$ cat src/design/fpe_pkg.sv
// Constants and types for the flash program/erase timing controller.
// Assumes a 10 MHz reference clock; all waits are derived from it.
package fpe_pkg;
   localparam int CLK_NS      = 100;        // Clock period
   localparam int TMR_W       = 20;         // Wait timer width
   localparam int ITER_W      = 10;         // Iteration counter width
   // Minimum waits in microseconds
   localparam int PG_SWE_US   = 1;          // After write enable set
   localparam int PG_SU_US    = 50;         // After program setup set
   localparam int PG_Z1_US    = 30;         // Pulse, iterations 1..6
   localparam int PG_Z2_US    = 200;        // Pulse, iterations 7..1000
   localparam int PG_Z3_US    = 10;         // Pulse, additional programming
   localparam int PG_PCLR_US  = 5;          // After pulse clear
   localparam int PG_SUCLR_US = 5;          // After setup clear
   localparam int PG_VSET_US  = 4;          // After verify set
   localparam int PG_DW_US    = 2;          // After dummy write
   localparam int PG_VCLR_US  = 2;          // After verify clear
   localparam int ER_SU_US    = 100;        // After erase setup set
   localparam int ER_PCLR_US  = 10;         // After erase pulse clear
   localparam int ER_SUCLR_US = 10;         // After erase setup clear
   localparam int ER_VSET_US  = 20;         // After erase verify set
   localparam int ER_DW_US    = 2;          // After dummy write
   localparam int ER_VCLR_US  = 4;          // After erase verify clear
   localparam int SWE_CLR_US  = 100;        // After write enable clear
   localparam int PG_FAST_N   = 6;          // Iterations with short pulse
   localparam int PG_MAX_N    = 1000;       // Program iteration cap
   localparam int ER_MAX_N    = 120;        // Erase iteration cap
   localparam int ER_TOT_US   = 1200000;    // Erase total time ceiling
   localparam int PG_TOT_US   = 200000;     // Program total time ceiling
   // Register map (byte addresses)
   localparam logic [7:0] ADR_CTRL   = 8'h00;
   localparam logic [7:0] ADR_STATUS = 8'h04;
   localparam logic [7:0] ADR_ITER   = 8'h08;
   // Field positions
   localparam int CTRL_START = 0;           // Write 1 to start
   localparam int CTRL_ERASE = 1;           // 0 program, 1 erase
   localparam int CTRL_ADDL  = 2;           // Additional programming
   localparam int ST_BUSY    = 0;
   localparam int ST_DONE    = 1;           // Sticky, write 1 to clear
   localparam int ST_PASS    = 2;
   localparam int ST_FAIL    = 3;
   localparam logic [2:0] CTRL_RST = 3'h0;  // Control reset value

   // Cycles for a least time, rounded up
   function automatic logic [TMR_W-1:0] us_cyc(input int us);
      int c;
      c = (us * 1000 + CLK_NS - 1) / CLK_NS;
      if (c < 1) c = 1;
      return TMR_W'(c);
   endfunction : us_cyc

   // Control pins toward the flash
   typedef struct packed {
      logic software_write_enable;
      logic program_setup_bit;
      logic program_pulse_bit;
      logic program_verify_bit;
      logic erase_setup_bit;
      logic erase_pulse_bit;
      logic erase_verify_bit;
      logic dummy_write;
   } fpe_pins_t;

   // Sequencer states
   typedef enum logic [3:0] {
      S_IDLE, S_SWE, S_SU, S_PULSE, S_PCLR, S_SUCLR,
      S_VSET, S_DUMMY, S_DWAIT, S_CHECK, S_VCLR, S_SWECLR
   } fpe_state_t;
endpackage : fpe_pkg

$ cat src/design/fpe_ctrl.sv
// Flash program/erase timing controller: drives the flash control bits
// Assumes flash verify result arrives as an asynchronous level.
//
// Overview of operation
// - Wait 1 us after write enable set
// - Wait 50 us after program setup set
// - Program pulse 30, 200 or 10 us
// - Wait 5 us after program pulse clear
// - Wait 5 us after program setup clear
// - Wait 4 us after program verify set
// - Wait 2 us after program verify clear
// - Wait 100 us after write enable clear
// - At most 1000 program iterations, 200 ms
// - Wait 100 us after erase setup set
// - Erase pulse between 10 and 100 ms
// - Wait 10 us after erase pulse clear
// - Wait 10 us after erase setup clear
// - Wait 20 us after erase verify set
// - Wait 4 us after erase verify clear
// - At most 120 erase iterations, 1200 ms
`timescale 1ns/100ps
`default_nettype none
module fpe_ctrl
   import fpe_pkg::*;
#(
   parameter int ERASE_PULSE_US = 10000     // Erase pulse width, 10..100 ms
) (
   input  wire logic        REF_CLK,        // 10 MHz clock
   input  wire logic        RST_N,          // Synchronous reset
   input  wire logic [7:0]  REG_ADDR,       // Register address
   input  wire logic [31:0] REG_WDATA,      // Write data
   input  wire logic        REG_WR,         // Write strobe
   input  wire logic        REG_RD,         // Read strobe
   output var  logic [31:0] REG_RDATA,      // Read data, next cycle
   input  wire logic        VERIFY_PASS,    // Flash verify result, async
   output var  fpe_pins_t   FLASH_PINS      // Flash control bits
);
   // Erase pulse in microseconds, kept within its window
   localparam int ER_Z_US  = (ERASE_PULSE_US < 10000) ? 10000 :
                             (ERASE_PULSE_US > 100000) ? 100000 : ERASE_PULSE_US;
   localparam int ER_CAP_T = ER_TOT_US / ER_Z_US;
   localparam int ER_CAP   = (ER_CAP_T < ER_MAX_N) ? ER_CAP_T : ER_MAX_N;
   // Program cap from worst case total pulse time
   localparam int PG_CAP_T = PG_FAST_N + (PG_TOT_US - PG_FAST_N * PG_Z1_US) / PG_Z2_US;
   localparam int PG_CAP   = (PG_CAP_T < PG_MAX_N) ? PG_CAP_T : PG_MAX_N;

   fpe_state_t        state;                // Current step
   fpe_state_t        next_state;           // Step to take
   logic [TMR_W-1:0]  timer;                // Remaining wait in step
   logic [TMR_W-1:0]  next_wait;            // Wait for entered step
   logic [ITER_W-1:0] iter;                 // Pulses issued so far
   logic [ITER_W-1:0] iter_cap;             // Cap for current operation
   logic              op_erase;             // Latched operation
   logic              op_addl;              // Latched additional mode
   logic              ctrl_erase;           // Software operation select
   logic              ctrl_addl;            // Software additional select
   logic              pass_meta;            // Sync stage one
   logic              pass_sync;            // Sync stage two
   logic              pass;                 // Verify result held
   logic              done;                 // Sticky finished flag
   logic              fail;                 // Cap reached without pass
   logic              start;                // Start request
   logic              done_clr;             // Software clears done
   logic              tmo;                  // Wait elapsed
   logic              step;                 // State changes this cycle

   assign start    = REG_WR && REG_ADDR == ADR_CTRL && REG_WDATA[CTRL_START]
                     && state == S_IDLE;
   assign done_clr = REG_WR && REG_ADDR == ADR_STATUS && REG_WDATA[ST_DONE];
   assign tmo      = (timer == '0);
   assign step     = (next_state != state);
   assign iter_cap = op_erase ? ITER_W'(ER_CAP) : ITER_W'(PG_CAP);

   // Two-stage synchroniser for the verify result
   always_ff @(posedge REF_CLK) begin
      if (!RST_N) begin
         pass_meta <= 1'b0;
         pass_sync <= 1'b0;
      end else begin
         pass_meta <= VERIFY_PASS;
         pass_sync <= pass_meta;
      end
   end

   // Control register
   always_ff @(posedge REF_CLK) begin
      if (!RST_N) begin
         ctrl_erase <= CTRL_RST[CTRL_ERASE];
         ctrl_addl  <= CTRL_RST[CTRL_ADDL];
      end else if (REG_WR && REG_ADDR == ADR_CTRL) begin
         ctrl_erase <= REG_WDATA[CTRL_ERASE];
         ctrl_addl  <= REG_WDATA[CTRL_ADDL];
      end
   end

   // Step order of one operation
   always_comb begin
      next_state = state;
      unique case (state)
         S_IDLE:   if (start) next_state = S_SWE;
         S_SWE:    if (tmo) next_state = S_SU;
         S_SU:     if (tmo) next_state = S_PULSE;
         S_PULSE:  if (tmo) next_state = S_PCLR;
         S_PCLR:   if (tmo) next_state = S_SUCLR;
         S_SUCLR:  if (tmo) next_state = S_VSET;
         S_VSET:   if (tmo) next_state = S_DUMMY;
         S_DUMMY:  next_state = S_DWAIT;              // One-cycle dummy write
         S_DWAIT:  if (tmo) next_state = S_CHECK;
         S_CHECK:  next_state = S_VCLR;               // Sample verify result
         S_VCLR: begin
            // Repeat until pass or cap reached
            if (tmo) begin
               if (pass || iter >= iter_cap) next_state = S_SWECLR;
               else next_state = S_SU;
            end
         end
         S_SWECLR: if (tmo) next_state = S_IDLE;
      endcase
   end

   // Wait length for the step being entered
   always_comb begin
      next_wait = us_cyc(1);
      unique case (next_state)
         S_SWE:    next_wait = us_cyc(PG_SWE_US);
         S_SU:     next_wait = op_erase ? us_cyc(ER_SU_US) : us_cyc(PG_SU_US);
         S_PULSE: begin
            // Pulse width by operation and iteration number
            if (op_erase) next_wait = us_cyc(ER_Z_US);
            else if (op_addl) next_wait = us_cyc(PG_Z3_US);
            else if (iter < ITER_W'(PG_FAST_N)) next_wait = us_cyc(PG_Z1_US);
            else next_wait = us_cyc(PG_Z2_US);
         end
         S_PCLR:   next_wait = op_erase ? us_cyc(ER_PCLR_US) : us_cyc(PG_PCLR_US);
         S_SUCLR:  next_wait = op_erase ? us_cyc(ER_SUCLR_US) : us_cyc(PG_SUCLR_US);
         S_VSET:   next_wait = op_erase ? us_cyc(ER_VSET_US) : us_cyc(PG_VSET_US);
         S_DWAIT:  next_wait = op_erase ? us_cyc(ER_DW_US) : us_cyc(PG_DW_US);
         S_VCLR:   next_wait = op_erase ? us_cyc(ER_VCLR_US) : us_cyc(PG_VCLR_US);
         S_SWECLR: next_wait = us_cyc(SWE_CLR_US);
         default:  next_wait = us_cyc(1);
      endcase
   end

   // State register
   always_ff @(posedge REF_CLK) begin
      if (!RST_N) state <= S_IDLE;
      else state <= next_state;
   end

   // Wait timer: loaded on entry, counts down to zero
   always_ff @(posedge REF_CLK) begin
      if (!RST_N) timer <= '0;
      else if (step) timer <= next_wait - TMR_W'(1);
      else if (!tmo) timer <= timer - TMR_W'(1);
   end

   // Operation latch at start, taken from the start write itself
   // The control flops update on this same edge, so reading them here
   // would pick up the mode of the previous write.
   always_ff @(posedge REF_CLK) begin
      if (!RST_N) begin
         op_erase <= 1'b0;
         op_addl  <= 1'b0;
      end else if (start) begin
         op_erase <= REG_WDATA[CTRL_ERASE];
         op_addl  <= REG_WDATA[CTRL_ADDL];
      end
   end

   // Iteration count: one per pulse, only pulse time is budgeted
   always_ff @(posedge REF_CLK) begin
      if (!RST_N) iter <= '0;
      else if (start) iter <= '0;
      else if (step && next_state == S_PULSE) iter <= iter + ITER_W'(1);
   end

   // Verify result held from the check step
   always_ff @(posedge REF_CLK) begin
      if (!RST_N) pass <= 1'b0;
      else if (start) pass <= 1'b0;
      else if (state == S_CHECK) pass <= pass_sync;
   end

   // Done and fail flags; set wins over clear for done, start clear comes first for fail
   always_ff @(posedge REF_CLK) begin
      if (!RST_N) begin
         done <= 1'b0;
         fail <= 1'b0;
      end else begin
         if (state == S_SWECLR && tmo) done <= 1'b1;
         else if (done_clr) done <= 1'b0;
         if (start) fail <= 1'b0;
         else if (state == S_VCLR && tmo && !pass && iter >= iter_cap) fail <= 1'b1;
      end
   end

   // Flash control pins, registered from the step entered
   always_ff @(posedge REF_CLK) begin
      if (!RST_N) begin
         FLASH_PINS <= '0;
      end else begin
         FLASH_PINS.software_write_enable <= next_state != S_IDLE && next_state != S_SWECLR;
         FLASH_PINS.program_setup_bit  <= !op_erase && next_state inside {S_SU, S_PULSE, S_PCLR};
         FLASH_PINS.program_pulse_bit  <= !op_erase && next_state == S_PULSE;
         FLASH_PINS.program_verify_bit <= !op_erase &&
                                          next_state inside {S_VSET, S_DUMMY, S_DWAIT, S_CHECK};
         FLASH_PINS.erase_setup_bit    <= op_erase && next_state inside {S_SU, S_PULSE, S_PCLR};
         FLASH_PINS.erase_pulse_bit    <= op_erase && next_state == S_PULSE;
         FLASH_PINS.erase_verify_bit   <= op_erase &&
                                          next_state inside {S_VSET, S_DUMMY, S_DWAIT, S_CHECK};
         FLASH_PINS.dummy_write        <= next_state == S_DUMMY;
      end
   end

   // Register read port, data valid one cycle after strobe
   always_ff @(posedge REF_CLK) begin
      if (!RST_N) begin
         REG_RDATA <= '0;
      end else begin
         REG_RDATA <= '0;
         if (REG_RD) begin
            unique case (REG_ADDR)
               ADR_CTRL:   REG_RDATA <= {29'h0, ctrl_addl, ctrl_erase, 1'b0};
               ADR_STATUS: REG_RDATA <= {28'h0, fail, pass && done, done,
                                         state != S_IDLE};
               ADR_ITER:   REG_RDATA <= {22'h0, iter};
               default:    REG_RDATA <= '0;
            endcase
         end
      end
   end
endmodule : fpe_ctrl
`default_nettype wire

$ cat config.mk
export PLATFORM = sky130hd
export DESIGN_NAME = fpe_ctrl
export DESIGN_NICKNAME = d
export VERILOG_FILES = /design/src/design/fpe_pkg.sv /design/src/design/fpe_ctrl.sv
export SDC_FILE = /design/constraint.sdc
export NUM_CORES = 1
export LEC_CHECK = 0
export ABC_CLOCK_PERIOD_IN_PS = 13100
export BUFFER_PORTS_ARGS = -buffer_cell sky130_fd_sc_hd__buf_2
export CORE_UTILIZATION = 35
export DETAILED_ROUTE_END_ITERATION = 12
export PLACE_DENSITY = 0.64
export SLEW_MARGIN = 10
export SYNTH_ARGS = -nofsm -noshare
export SYNTH_HDL_FRONTEND = slang
export SYNTH_SLANG_ARGS = --single-unit
$ cat constraint.sdc
create_clock -name REF_CLK -period 13.1 [get_ports REF_CLK]
set_clock_uncertainty 0.2 [all_clocks]
set_input_delay 1.31 -clock REF_CLK [delete_from_list [all_inputs] [get_ports REF_CLK]]
set_output_delay 1.31 -clock REF_CLK [all_outputs]
set_load 0.02 [all_outputs]
**Yosys cells after proc, flatten, opt, wreduce, memory -nomap -nowiden**

Index checks and enable logic that the tools add are counted.

- Equal/unequal tests: 26
- Add/sub/neg operators: 3
- Bitwise logic cells: 1
- Order comparisons: 2
- Reduce and logical (&&, ||, !) cells: 32
- Mux-type cells: 26

Operator list:

| cell | number |
|---|---|
| one-hot mux 17 bit (7 select lines) | 1 |
| one-hot mux 4 bit (12 select lines) | 1 |
| 2-to-1 mux 4 bit | 11 |
| 2-to-1 mux 20 bit | 2 |
| subtractor 20 x 1 -> 20 bit (second input constant) | 2 |
| == test 4 x 3 -> 1 bit (second input constant) | 8 |
| == test 4 bit (second input constant) | 8 |
| one-hot mux 10 bit (3 select lines) | 1 |
| 2-to-1 mux 11 bit | 2 |
| zero test 20 bit | 1 |
| 2-to-1 mux 10 bit | 2 |
| logical AND 1 bit | 18 |
| 2-to-1 mux 17 bit | 1 |
| == test 4 x 2 -> 1 bit (second input constant) | 4 |
| nonzero test 4 bit | 3 |
| adder 10 x 1 -> 10 bit (second input constant) | 1 |
| greater-or-equal comparator 10 bit | 1 |
| < comparator 10 x 3 -> 1 bit (second input constant) | 1 |
| == test 8 x 3 -> 1 bit (second input constant) | 1 |
| == test 8 x 4 -> 1 bit (second input constant) | 1 |
| zero test 8 bit | 1 |
| 2-to-1 mux 8 bit | 1 |
| 2-to-1 mux 7 bit | 1 |
| 2-to-1 mux 6 bit | 1 |
| 13 further kinds | 16 |

- Output and inout port bits: 40
- Register bits after elaboration: 83
- Input bits: 45
- Logic and storage cells: 111

**Logic depth before layout (Yosys ltp)**

Gate-level depths: netlist of the first run.

- Depth in word-level cells: 11
- Gate-level depth with buffers: 22
- Depth with buffers taken out: 18

**Worst setup path after synthesis of the first run**

Ideal clock, no wire load.

- Path type: input to register
- Start: input REG_ADDR[1]
- End: register timer[16]
- Buffers on the path: 2
- Arrival: 4.576 ns
- Stages: 15
- Path slack: 8.201 ns
- Cells stage by stage: or4_4 -> nand4b_4 -> and2_4 -> a32o_1 -> nor2_2 -> a21oi_1 -> clkbuf_1 -> clkbuf_1 -> a21oi_1 -> ha_1 -> nor4b_1 -> a31oi_2 -> nor3_2 -> nand3_1 -> mux2_1

- Word-level cells in the longest chain between the ends: 11

Ends and longest elaborated chain:

| what | line | text |
|---|---|---|
| start, declared | fpe_ctrl.sv:30 | `input wire logic [7:0] REG_ADDR,` |
| zero test 8 bit (*) | fpe_ctrl.sv:67 | `assign start = REG_WR && REG_ADDR == ADR_CTRL && REG_WDATA[CTRL_START]` |
| logical AND 1 bit (*) (2 in a row) | fpe_ctrl.sv:67 |  |
| logical AND 1 bit (*) | fpe_ctrl.sv:68 | `&& state == S_IDLE;` |
| 2-to-1 mux 4 bit (*) | fpe_ctrl.sv:100 | `S_IDLE: if (start) next_state = S_SWE;` |
| one-hot mux 4 bit (12 select lines) (*) | fpe_ctrl.sv:99 | `unique case (state)` |
| == test 4 x 3 -> 1 bit | fpe_ctrl.sv:124 | `unique case (next_state)` |
| OR reduction 2 bit (no source line) | -- |  |
| one-hot mux 17 bit (7 select lines) | fpe_ctrl.sv:124 |  |
| subtractor 20 x 1 -> 20 bit | fpe_ctrl.sv:153 | `else if (step) timer <= next_wait - TMR_W'(1);` |
| 2-to-1 mux 20 bit | fpe_ctrl.sv:153 |  |
| end signal, assigned | fpe_ctrl.sv:153 |  |
| end signal, assigned | fpe_ctrl.sv:154 | `else if (!tmo) timer <= timer - TMR_W'(1);` |
| end, declared | fpe_ctrl.sv:49 | `logic [TMR_W-1:0] timer;` |

Mark *: on every way between the ends. The rest lies on a longest branch, timed or not.
A chain may end at the register's enable or synchronous reset.

**Final worst setup path of the first run**

- Start: input REG_ADDR[1]
- End: register timer[17]

The elaborated chain is that of the path after synthesis.

==> results.sh, run 1 <==
export IMPL_power_per_cell_area_nw_per_um2=213
export IMPL_flow_area_growth_from_synthesis_pct=11.2
export IMPL_cts_clk_slew_worst_paths_ns=0.06
export IMPL_r2r_cells=13
export IMPL_dp_cells=648
export IMPL_drv_max_cap_violation_count=0
export IMPL_grt_max_degree=35
export IMPL_antenna_found_initial=0
export IMPL_hold_end="pass_sync$_SDFF_PN0_"
export IMPL_place_congestion=0.871
export IMPL_antenna_left=0
export IMPL_synth_top_area_cell="dfxtp_1"
export IMPL_die_width_microns=109
export IMPL_cts_inserted_buffers=9
export IMPL_report_final_slew_viol_count=0
export IMPL_initial_core_util_pct=36.3
export IMPL_drtIter0Drc=307
export IMPL_cts_tree="done"
export IMPL_placementRows=38
export IMPL_timing_setup_critical_path_class="input port to register"
export IMPL_post_layout_nonfiller_instances=664
export IMPL_cts_repair_resizes=0
export IMPL_path_max_fanout=20
export IMPL_endpoint_kind="register"
export IMPL_clock_sink_count=61
export IMPL_drc=0
export IMPL_rr_endpoint="timer[17]$_SDFFE_PN0P_"
export IMPL_ctsHoldBuffers=0
export IMPL_yosys_register_bits=61
export IMPL_layout_nets=574
export IMPL_finalSetupTns_ns=0
export IMPL_period_minus_slack_ns=5.42
export IMPL_p_leak_nw=1.72
export IMPL_worst_r2r_startpoint="op_erase$_SDFFE_PN0P_"
export IMPL_slew_headroom_pct=46.3
export IMPL_yosysUniqueCellTypes=73
export IMPL_yosysSeqAreaShare_pct=30.7
export IMPL_final_common_cell="dfxtp_1"
export IMPL_rsz_0062_raised_after_global_routing="false"
export IMPL_synth_top_flop_cell="dfxtp_1"
export IMPL_synth_cells=498
export IMPL_ios=85
export IMPL_cp_arrival_ns=5.50
export IMPL_power_ir_vdd_worst_mv=0.122
export IMPL_fmax_mhz=184
export IMPL_synth_async_reset_ratio_pct=0
export IMPL_die_height_microns=109
export IMPL_outcome="finished, final reports clean"
export IMPL_hold_start="pass_meta$_SDFF_PN0_"
export IMPL_hp_class="register to register"
export IMPL_drt_vias_per_instance=5.52
export IMPL_final_layout_size_suffix_gt1_share_pct=15.3
export IMPL_average_routed_wire_per_standard_cell_microns=14.7
export IMPL_top_area_cells_in_the_synthesized_netlist="dfxtp_1 31%, nor2_1 5.7%, buf_4 4.3%"
export IMPL_postLayoutSetupSlackWorst_ns=7.68
export IMPL_design_die_area_sq_um=11800
export IMPL_clock_path_buffers=2
export IMPL_postRouteWirelength_microns=9770
export IMPL_layout_worst_path_cycle_share_pct=41.4
export IMPL_final_core_util_pct=40.3
export IMPL_final_hold_viol_count=0
export IMPL_grt_pass1_wl_microns=16000
export IMPL_ctsRootBufferMaster="clkbuf_16"
export IMPL_worstHoldPathCells=1
export IMPL_timing_worst_slew_pin_value_ns=0.800
export IMPL_post_place_ws_ns=7.40
export IMPL_synth_top_area_share_pct=30.7
export IMPL_r2r_slack_ns=7.68
export IMPL_mapped_cell_area_sq_um=3980
export IMPL_drt_pre_antenna_iters=5
export IMPL_grt_ovfl_total=0
export IMPL_placement_io_buffers=33
export IMPL_timing_final_setup_violations=0
export IMPL_grt_pass1_vias=3279
export IMPL_cp_start_kind="input port"
export IMPL_number_of_vias_in_the_routed_layout=3666
export IMPL_ys_warn_count=0
export IMPL_post_layout_total_power_uw=943
export IMPL_clkLatencyLatePin_ns=0.34
export IMPL_htreeDepth=3
export IMPL_post_cts_setup_buffer_count=0
export IMPL_final_cell_mix="61 x dfxtp_1, 60 x nor2_1, 42 x nand2_1, 33 x buf_2, 32 x a21oi_1"
export IMPL_diode_insertion_count_for_antenna_repair=0
export IMPL_coreArea_sq_um=11000
export IMPL_number_of_synthesized_flops_with_an_enable_pin=0
export IMPL_dp_final_hpwl_microns=6990
export IMPL_syn_mean_instance_area_sq_um=8.00
export IMPL_groute_usage_overall_pct=17.5
export IMPL_critical_path_required_ns=13.17
==> cell families (layout without fill, tap and decap cells) <==
logic type               Yosys count  count (layout)  synth area share [%]
multiplexers                      13              13                  3.36
other                              1              22                0.0942
AO/OA/AOI/OAI                    122             122                  21.3
buffers and inverters             59              64                  8.51
XOR/XNOR                          17              17                  3.74
AND/OR/NAND/NOR                  215             215                  29.2
adder cells (fa/ha/maj)           10              10                  3.14
flip-flops                        61              61                  30.7
==> layout make-up <==
cell class                      count  area [sq um]
Tap cell                          140           175
Inverter                           13          48.8
Multi-Input combinational cell    399          2500
Clock buffer                        9           225
Timing Repair Buffer               35           180
Clock inverter                      7          75.1
Fill cell                        1114          6550
Sequential cell                    61          1220
==> worst max-delay path by stage <==
stage	startpoint	to	slack, ns
floorplan	REG_ADDR[1]	timer[16]$_SDFFE_PN0P_	8.20
global route	op_erase$_SDFFE_PN0P_	timer[17]$_SDFFE_PN0P_	7.35
detailed placement	REG_ADDR[1]	timer[17]$_SDFFE_PN0P_	7.40
global placement	REG_ADDR[1]	timer[13]$_SDFFE_PN0P_	7.51
finish	REG_ADDR[1]	timer[17]$_SDFFE_PN0P_	7.68
CTS	REG_ADDR[1]	timer[17]$_SDFFE_PN0P_	7.72
==> stage by stage <==
stage	hold WS (ns)	cell area [sq um]
floorplan	0.212	4060
global placement	0.226	4130
detailed placement	0.226	4130
CTS	0.242	4430
global route	0.250	4430
finish	0.240	4430
==> where the power goes <==
part | switching (mW) | internal (mW)
registers | 0.0334 | 0.212
clock network | 0.0927 | 0.148
logic | 0.289 | 0.169
total | 0.415 | 0.528
==> registers in the layout (all words and copies together) (netlist names) <==
| register | count |
|---|---|
| FLASH_PINS | 8 |
| ctrl_addl | 1 |
| pass_meta | 1 |
| REG_RDATA | 10 |
| ctrl_erase | 1 |
| timer | 20 |
| iter | 10 |
| state | 4 |
| fail | 1 |
| done | 1 |
| pass_sync | 1 |
| op_erase | 1 |
| pass | 1 |
| op_addl | 1 |
==> layer usage <==
metal / up-vias / wire (microns) / GRT usage (%)
li1: 1791 / - / -
met1: 1727 / 4450 / 22.2
met2: 133 / 4580 / 27.5
met3: 15 / 554 / 4.72
met4: 0 / 191 / 8.01
met5: - / 0 / 0
==> critical path, cell delays in order <==
cell,delay (ns)
buf_2,0.10
or4_4,0.55
nand4b_4,0.25
and2_4,0.24
a32o_1,0.22
nor2_2,0.60
a21o_1,0.65
a41oi_2,0.41
a21o_1,0.36
nor4_1,0.34
mux2_1,0.36
nor2_1,0.09
==> Yosys cell counts, drive strengths merged (8+ instances only) <==
library cell  instances
buf                  34
nand2                44
ha                   10
a21oi                35
o21ai                31
nor3                 18
inv                  12
and2                 16
dfxtp                61
nand3                21
nor2                 62
clkbuf               12
xor2                 10
nor4                 13
a31oi                 8
a21o                  8
mux2i                10
nand4                11
Power figures use the tool's default switching activity.
==> inputs of run 2 (changes only) <==
Settings changed: ABC_CLOCK_PERIOD_IN_PS 13100 to 5100.
Clock period 13.1 ns to 5.1 ns, I/O delays scaled along.
==> results.sh, run 2 (synthesized netlist as in run 1, its figures left out) <==
export IMPL_switching_power_mw=1.05
export IMPL_flow_area_growth_from_synthesis_pct=13.9
export IMPL_power_per_cell_area_nw_per_um2=547
export IMPL_critical_path_required_ns=5.12
export IMPL_comb_power_share_pct=48.2
export IMPL_worstHoldPathCells=2
export IMPL_power_clock_fraction_pct=26.5
export IMPL_finalSetupTns_ns=0
export IMPL_placement_io_buffers=33
export IMPL_htreeDepth=3
export IMPL_placementRows=38
export IMPL_cts_inserted_buffers=9
export IMPL_hold_ws_ns=0.178
export IMPL_clock_path_buffers=2
export IMPL_timing_setup_critical_path_class="register to register"
export IMPL_number_of_vias_in_the_routed_layout=3651
export IMPL_num_fill_cells=1111
export IMPL_clkLatencyLatePin_ns=0.34
export IMPL_grt_pass1_vias=3337
export IMPL_worstPathCellList="inv_1 > ha_1 > nor4bb_1 > nand4b_4 > and2_4 > a32o_1 > or2_2 > o21ai_0 > nor2_1 > a21oi_1 > ha_1 > nor4b_1 > a31oi_2 > nor3_2 > nand3_1 > mux2_1"
export IMPL_slew_headroom_pct=58.5
export IMPL_power_switching_fraction_pct=42.2
export IMPL_worst_path_stages=16
export IMPL_antenna_found_initial=0
export IMPL_antenna_left=0
export IMPL_timing_critical_path_slowest_cell_delay_ns=0.46
export IMPL_cp_arrival_ns=4.50
export IMPL_rsz_0062_raised_after_global_routing="false"
export IMPL_drt_pre_antenna_iters=4
export IMPL_report_final_slew_viol_count=0
export IMPL_p_leak_nw=1.78
export IMPL_r2r_cells=16
export IMPL_final_layout_size_suffix_gt1_share_pct=17.0
export IMPL_layout_worst_path_cycle_share_pct=87.7
export IMPL_dp_final_hpwl_microns=7190
export IMPL_grt_max_degree=29
export IMPL_drc=0
export IMPL_final_cell_mix="61 x dfxtp_1, 60 x nor2_1, 42 x nand2_1, 33 x buf_2, 32 x a21oi_1"
export IMPL_timing_worst_slew_pin_value_ns=0.617
export IMPL_cts_clk_slew_worst_paths_ns=0.05
export IMPL_final_common_cell="dfxtp_1"
export IMPL_critical_path_slowest_cell="nor4bb_1"
export IMPL_timing_critical_path_max_delay_family="simple AND/OR/NAND/NOR gates"
export IMPL_hp_class="input port to register"
export IMPL_cts_tree="done"
export IMPL_post_cts_setup_buffer_count=0
export IMPL_die_width_microns=109
export IMPL_power_ir_vdd_worst_mv=0.281
export IMPL_clock_sink_count=61
export IMPL_diode_insertion_count_for_antenna_repair=0
export IMPL_design_die_area_sq_um=11800
export IMPL_drtIter0Drc=255
export IMPL_initial_core_util_pct=36.3
export IMPL_internal_power_mw=1.43
export IMPL_fmax_mhz=224
export IMPL_endpoint_kind="register"
export IMPL_grt_ovfl_total=0
export IMPL_ios=85
export IMPL_cts_repair_resizes=0
export IMPL_register_with_the_most_flip_flops="timer"
export IMPL_drt_vias_per_instance=5.41
export IMPL_groute_usage_overall_pct=17.8
export IMPL_proportion_of_power_drawn_by_flip_flops_and_latches_pct=25.4
export IMPL_final_hold_viol_count=0
export IMPL_die_height_microns=109
export IMPL_ctsHoldBuffers=0
export IMPL_place_congestion=0.882
export IMPL_layout_nets=585
export IMPL_path_max_fanout=10
export IMPL_timing_critical_path_buf_inv=1
export IMPL_cp_start_kind="register"
export IMPL_biggest_regs="timer: 20 flops, REG_RDATA: 10 flops, iter: 10 flops"
export IMPL_timing_final_setup_violations=0
export IMPL_crit_path_frequent_cell="ha_1"
export IMPL_ctsRootBufferMaster="clkbuf_16"
export IMPL_average_routed_wire_per_standard_cell_microns=14.3
export IMPL_grt_pass1_wl_microns=16400
export IMPL_period_minus_slack_ns=4.47
export IMPL_drv_max_cap_violation_count=0
export IMPL_outcome="finished, final reports clean"
export IMPL_coreArea_sq_um=11000
export IMPL_largest_register_ffs=20
export IMPL_postRouteWirelength_microns=9650
[run 2: layout make-up]
class                           count  area [sq um]  area share (%)
Clock buffer                        9           225            4.96
Tap cell                          140           175            3.86
Inverter                           13          48.8            1.08
Clock inverter                      7          98.8            2.18
Timing Repair Buffer               46           263            5.79
Sequential cell                    61          1220            26.9
Multi-Input combinational cell    399          2500            55.2
[run 2: worst reg2reg max path, cell delays in order (launching register included)]
cell      delay [ns]
dfxtp_1         0.42
inv_1           0.12
ha_1            0.20
nor4bb_1        0.46
nand4b_4        0.24
and2_4          0.24
a32o_1          0.22
or2_2           0.39
o21ai_0         0.23
nor2_1          0.07
a21oi_1         0.14
ha_1            0.21
nor4b_1         0.31
a31oi_2         0.14
nor3_2          0.31
nand3_1         0.14
mux2_1          0.32
[run 2: power groups by stage]
stage / logic, mW / clock network [mW] / registers (mW)
2_1_floorplan: 0.970 / 0 / 0.609
3_3_place_gp: 1.16 / 0 / 0.634
3_5_place_dp: 1.18 / 0 / 0.636
4_1_cts: 1.19 / 0.670 / 0.627
5_1_grt: 1.34 / 0.695 / 0.639
6_report: 1.19 / 0.656 / 0.629
[run 2: per-layer routing]
layer / share of wire, % / global-route usage (%) / vias to the layer above
met5: 0 / 0 / -
met1: 45 / 22.9 / 1713
li1: - / - / 1814
met3: 5.9 / 5.08 / 13
met2: 48 / 27.8 / 111
met4: 1.9 / 7.24 / 0
[run 2: worst paths after layout]
path | startpoint | to | slack, ns
hold reg to reg | pass_meta$_SDFF_PN0_ | pass_sync$_SDFF_PN0_ | 0.24
hold / removal | VERIFY_PASS | pass_meta$_SDFF_PN0_ | 0.18
setup reg to reg | state[3]$_SDFF_PN0_ | timer[16]$_SDFFE_PN0P_ | 0.63
setup / recovery | state[3]$_SDFF_PN0_ | timer[16]$_SDFFE_PN0P_ | 0.63
[run 2: stage by stage]
stage | power (mW) | area, sq um | setup WS [ns] | util, % | std cells
floorplan | 1.58 | 4060 | 0.355 | - | 519
global placement | 1.80 | 4210 | 0.726 | 38.4 | 659
detailed placement | 1.81 | 4210 | 0.622 | 38.4 | 659
CTS | 2.48 | 4540 | 0.617 | 41.3 | 675
global route | 2.67 | 4540 | 0.185 | 41.3 | 675
finish | 2.48 | 4540 | 0.627 | 41.3 | 675
==> inputs of run 3 (changes only) <==
Settings changed: BUFFER_PORTS_ARGS -buffer_cell sky130_fd_sc_hd__buf_2 to -buffer_cell sky130_fd_sc_hd__clkbuf_2.
==> results.sh, run 3 (synthesized netlist as in run 1, its figures left out) <==
export IMPL_outcome="finished, final reports clean"
export IMPL_report_final_slew_viol_count=0
export IMPL_power_clock_fraction_pct=23.8
export IMPL_dp_final_hpwl_microns=7340
export IMPL_switching_power_mw=1.07
export IMPL_timing_worst_slew_pin_value_ns=0.669
export IMPL_antenna_found_initial=0
export IMPL_layout_area_seq_sq_um=1220
export IMPL_final_core_util_pct=40.9
export IMPL_coreArea_sq_um=11000
export IMPL_ios=85
export IMPL_cp_arrival_ns=4.57
export IMPL_cts_repair_resizes=0
export IMPL_worstHoldPathCells=2
export IMPL_cts_clk_slew_worst_paths_ns=0.06
export IMPL_rsz_0062_raised_after_global_routing="false"
export IMPL_maxUsedRoutingLayer="met4"
export IMPL_layout_nets=585
export IMPL_proportion_of_power_drawn_by_flip_flops_and_latches_pct=26.2
export IMPL_flow_area_growth_from_synthesis_pct=12.9
export IMPL_final_cell_mix="61 x dfxtp_1, 60 x nor2_1, 42 x nand2_1, 33 x clkbuf_2, 32 x a21oi_1"
export IMPL_diode_insertion_count_for_antenna_repair=0
export IMPL_post_layout_total_power_mw=2.41
export IMPL_grt_pass1_wl_microns=16400
export IMPL_placementRows=38
export IMPL_drt_pre_antenna_iters=7
export IMPL_grt_ovfl_total=0
export IMPL_period_minus_slack_ns=4.55
export IMPL_ctsRootBufferMaster="clkbuf_16"
export IMPL_largest_register_ffs=20
export IMPL_endpoint_kind="register"
export IMPL_num_fill_cells=1107
export IMPL_critical_path_required_ns=5.12
export IMPL_design_die_area_sq_um=11800
export IMPL_timing_final_setup_violations=0
export IMPL_htreeDepth=3
export IMPL_cts_inserted_buffers=9
export IMPL_fmax_mhz=220
export IMPL_clock_sink_count=61
export IMPL_number_of_vias_in_the_routed_layout=3682
export IMPL_power_switching_fraction_pct=44.3
export IMPL_place_congestion=0.877
export IMPL_routed_wl_met2_microns=4750
export IMPL_final_layout_size_suffix_gt1_share_pct=17.0
export IMPL_finish_instance_area_sq_um=4500
export IMPL_initial_core_util_pct=36.3
export IMPL_ctsHoldBuffers=0
export IMPL_postRouteWirelength_microns=9920
export IMPL_final_hold_viol_count=0
export IMPL_finalSetupTns_ns=0
export IMPL_cts_tree="done"
export IMPL_drv_max_cap_violation_count=0
export IMPL_drt_vias_per_instance=5.45
export IMPL_multi_input_comb_area_sq_um=2500
export IMPL_comb_power_share_pct=50.0
export IMPL_path_max_fanout=10
export IMPL_grt_pass1_vias=3374
export IMPL_grt_max_degree=29
export IMPL_clock_path_buffers=2
export IMPL_layout_worst_path_cycle_share_pct=89.2
export IMPL_internal_power_mw=1.34
export IMPL_dpl_cell_area_sq_um=4210
export IMPL_hp_class="input port to register"
export IMPL_die_height_microns=109
export IMPL_post_cts_setup_buffer_count=0
export IMPL_power_ir_vdd_worst_mv=0.185
export IMPL_timing_setup_critical_path_class="register to register"
export IMPL_groute_usage_overall_pct=17.8
export IMPL_placement_io_buffers=33
export IMPL_final_common_cell="dfxtp_1"
export IMPL_drc=0
export IMPL_met3_length_microns=462
export IMPL_p_leak_nw=1.74
export IMPL_cp_start_kind="register"
export IMPL_power_per_cell_area_nw_per_um2=535
export IMPL_antenna_left=0
export IMPL_route_layer_met1_wl_microns=4540
export IMPL_drtIter0Drc=287
export IMPL_biggest_regs="timer: 20 flops, REG_RDATA: 10 flops, iter: 10 flops"
export IMPL_die_width_microns=109
export IMPL_slew_headroom_pct=55.1
export IMPL_clkLatencyLatePin_ns=0.33
export IMPL_register_with_the_most_flip_flops="timer"
export IMPL_r2r_cells=16
export IMPL_average_routed_wire_per_standard_cell_microns=14.7
run 3: cell count changes in the layout (fill, tap and decap cells not counted), sizes merged:
| cell | before | now |
|---|---|---|
| bufinv | 2 | 0 |
| inv | 13 | 15 |
| clkinv | 4 | 3 |
| clkbuf | 9 | 42 |
| clkinvlp | 1 | 2 |
| buf | 46 | 13 |
run 3: per-stage QoR:
stage / hold slack [ns] / std cells / setup WS (ns)
after floorplan: 0.212 / 519 / 0.355
after global placement: 0.226 / 659 / 0.720
after detailed placement: 0.235 / 659 / 0.628
after CTS: 0.187 / 675 / 0.593
after global routing: 0.195 / 675 / 0.183
final: 0.194 / 675 / 0.550
run 3: worst max-delay path: stages, from the launching register on:
cell	delay, ns
dfxtp_1	0.42
inv_1	0.13
ha_1	0.19
nor4bb_1	0.43
nand4b_4	0.24
and2_4	0.24
a32o_1	0.22
or2_2	0.39
o21ai_0	0.22
nor2_1	0.07
a21oi_1	0.13
ha_1	0.21
nor4b_1	0.40
a31oi_2	0.15
nor3_2	0.31
nand3_1	0.14
mux2_1	0.32
run 3: power groups by stage:
| stage | combinational (mW) | clock [mW] | sequential (mW) |
|---|---|---|---|
| 2_1_floorplan | 0.970 | 0 | 0.609 |
| 3_3_place_gp | 1.16 | 0 | 0.633 |
| 3_5_place_dp | 1.18 | 0 | 0.637 |
| 4_1_cts | 1.19 | 0.590 | 0.628 |
| 5_1_grt | 1.33 | 0.612 | 0.640 |
| 6_report | 1.20 | 0.573 | 0.630 |
run 3: final timing paths:
check	from	to	slack (ns)
hold reg to reg	pass_meta$_SDFF_PN0_	pass_sync$_SDFF_PN0_	0.25
hold / removal	VERIFY_PASS	pass_meta$_SDFF_PN0_	0.19
setup / recovery	state[3]$_SDFF_PN0_	timer[16]$_SDFFE_PN0P_	0.55
setup reg to reg	state[3]$_SDFF_PN0_	timer[16]$_SDFFE_PN0P_	0.55
run 3: routing by layer:
metal / GRT usage, % / up-vias
li1: - / 1811
met1: 22.5 / 1735
met2: 29.7 / 118
met3: 3.95 / 18
met4: 6.47 / 0
met5: 0 / -
run 3: cell type report:
cell class	count	area share [%]
sequential	61	27.2
clock buffer	9	5.01
inverter	13	1.09
multi-input combinational	399	55.7
tap	140	3.90
timing repair buffer	46	5.84
clock inverter	7	1.31
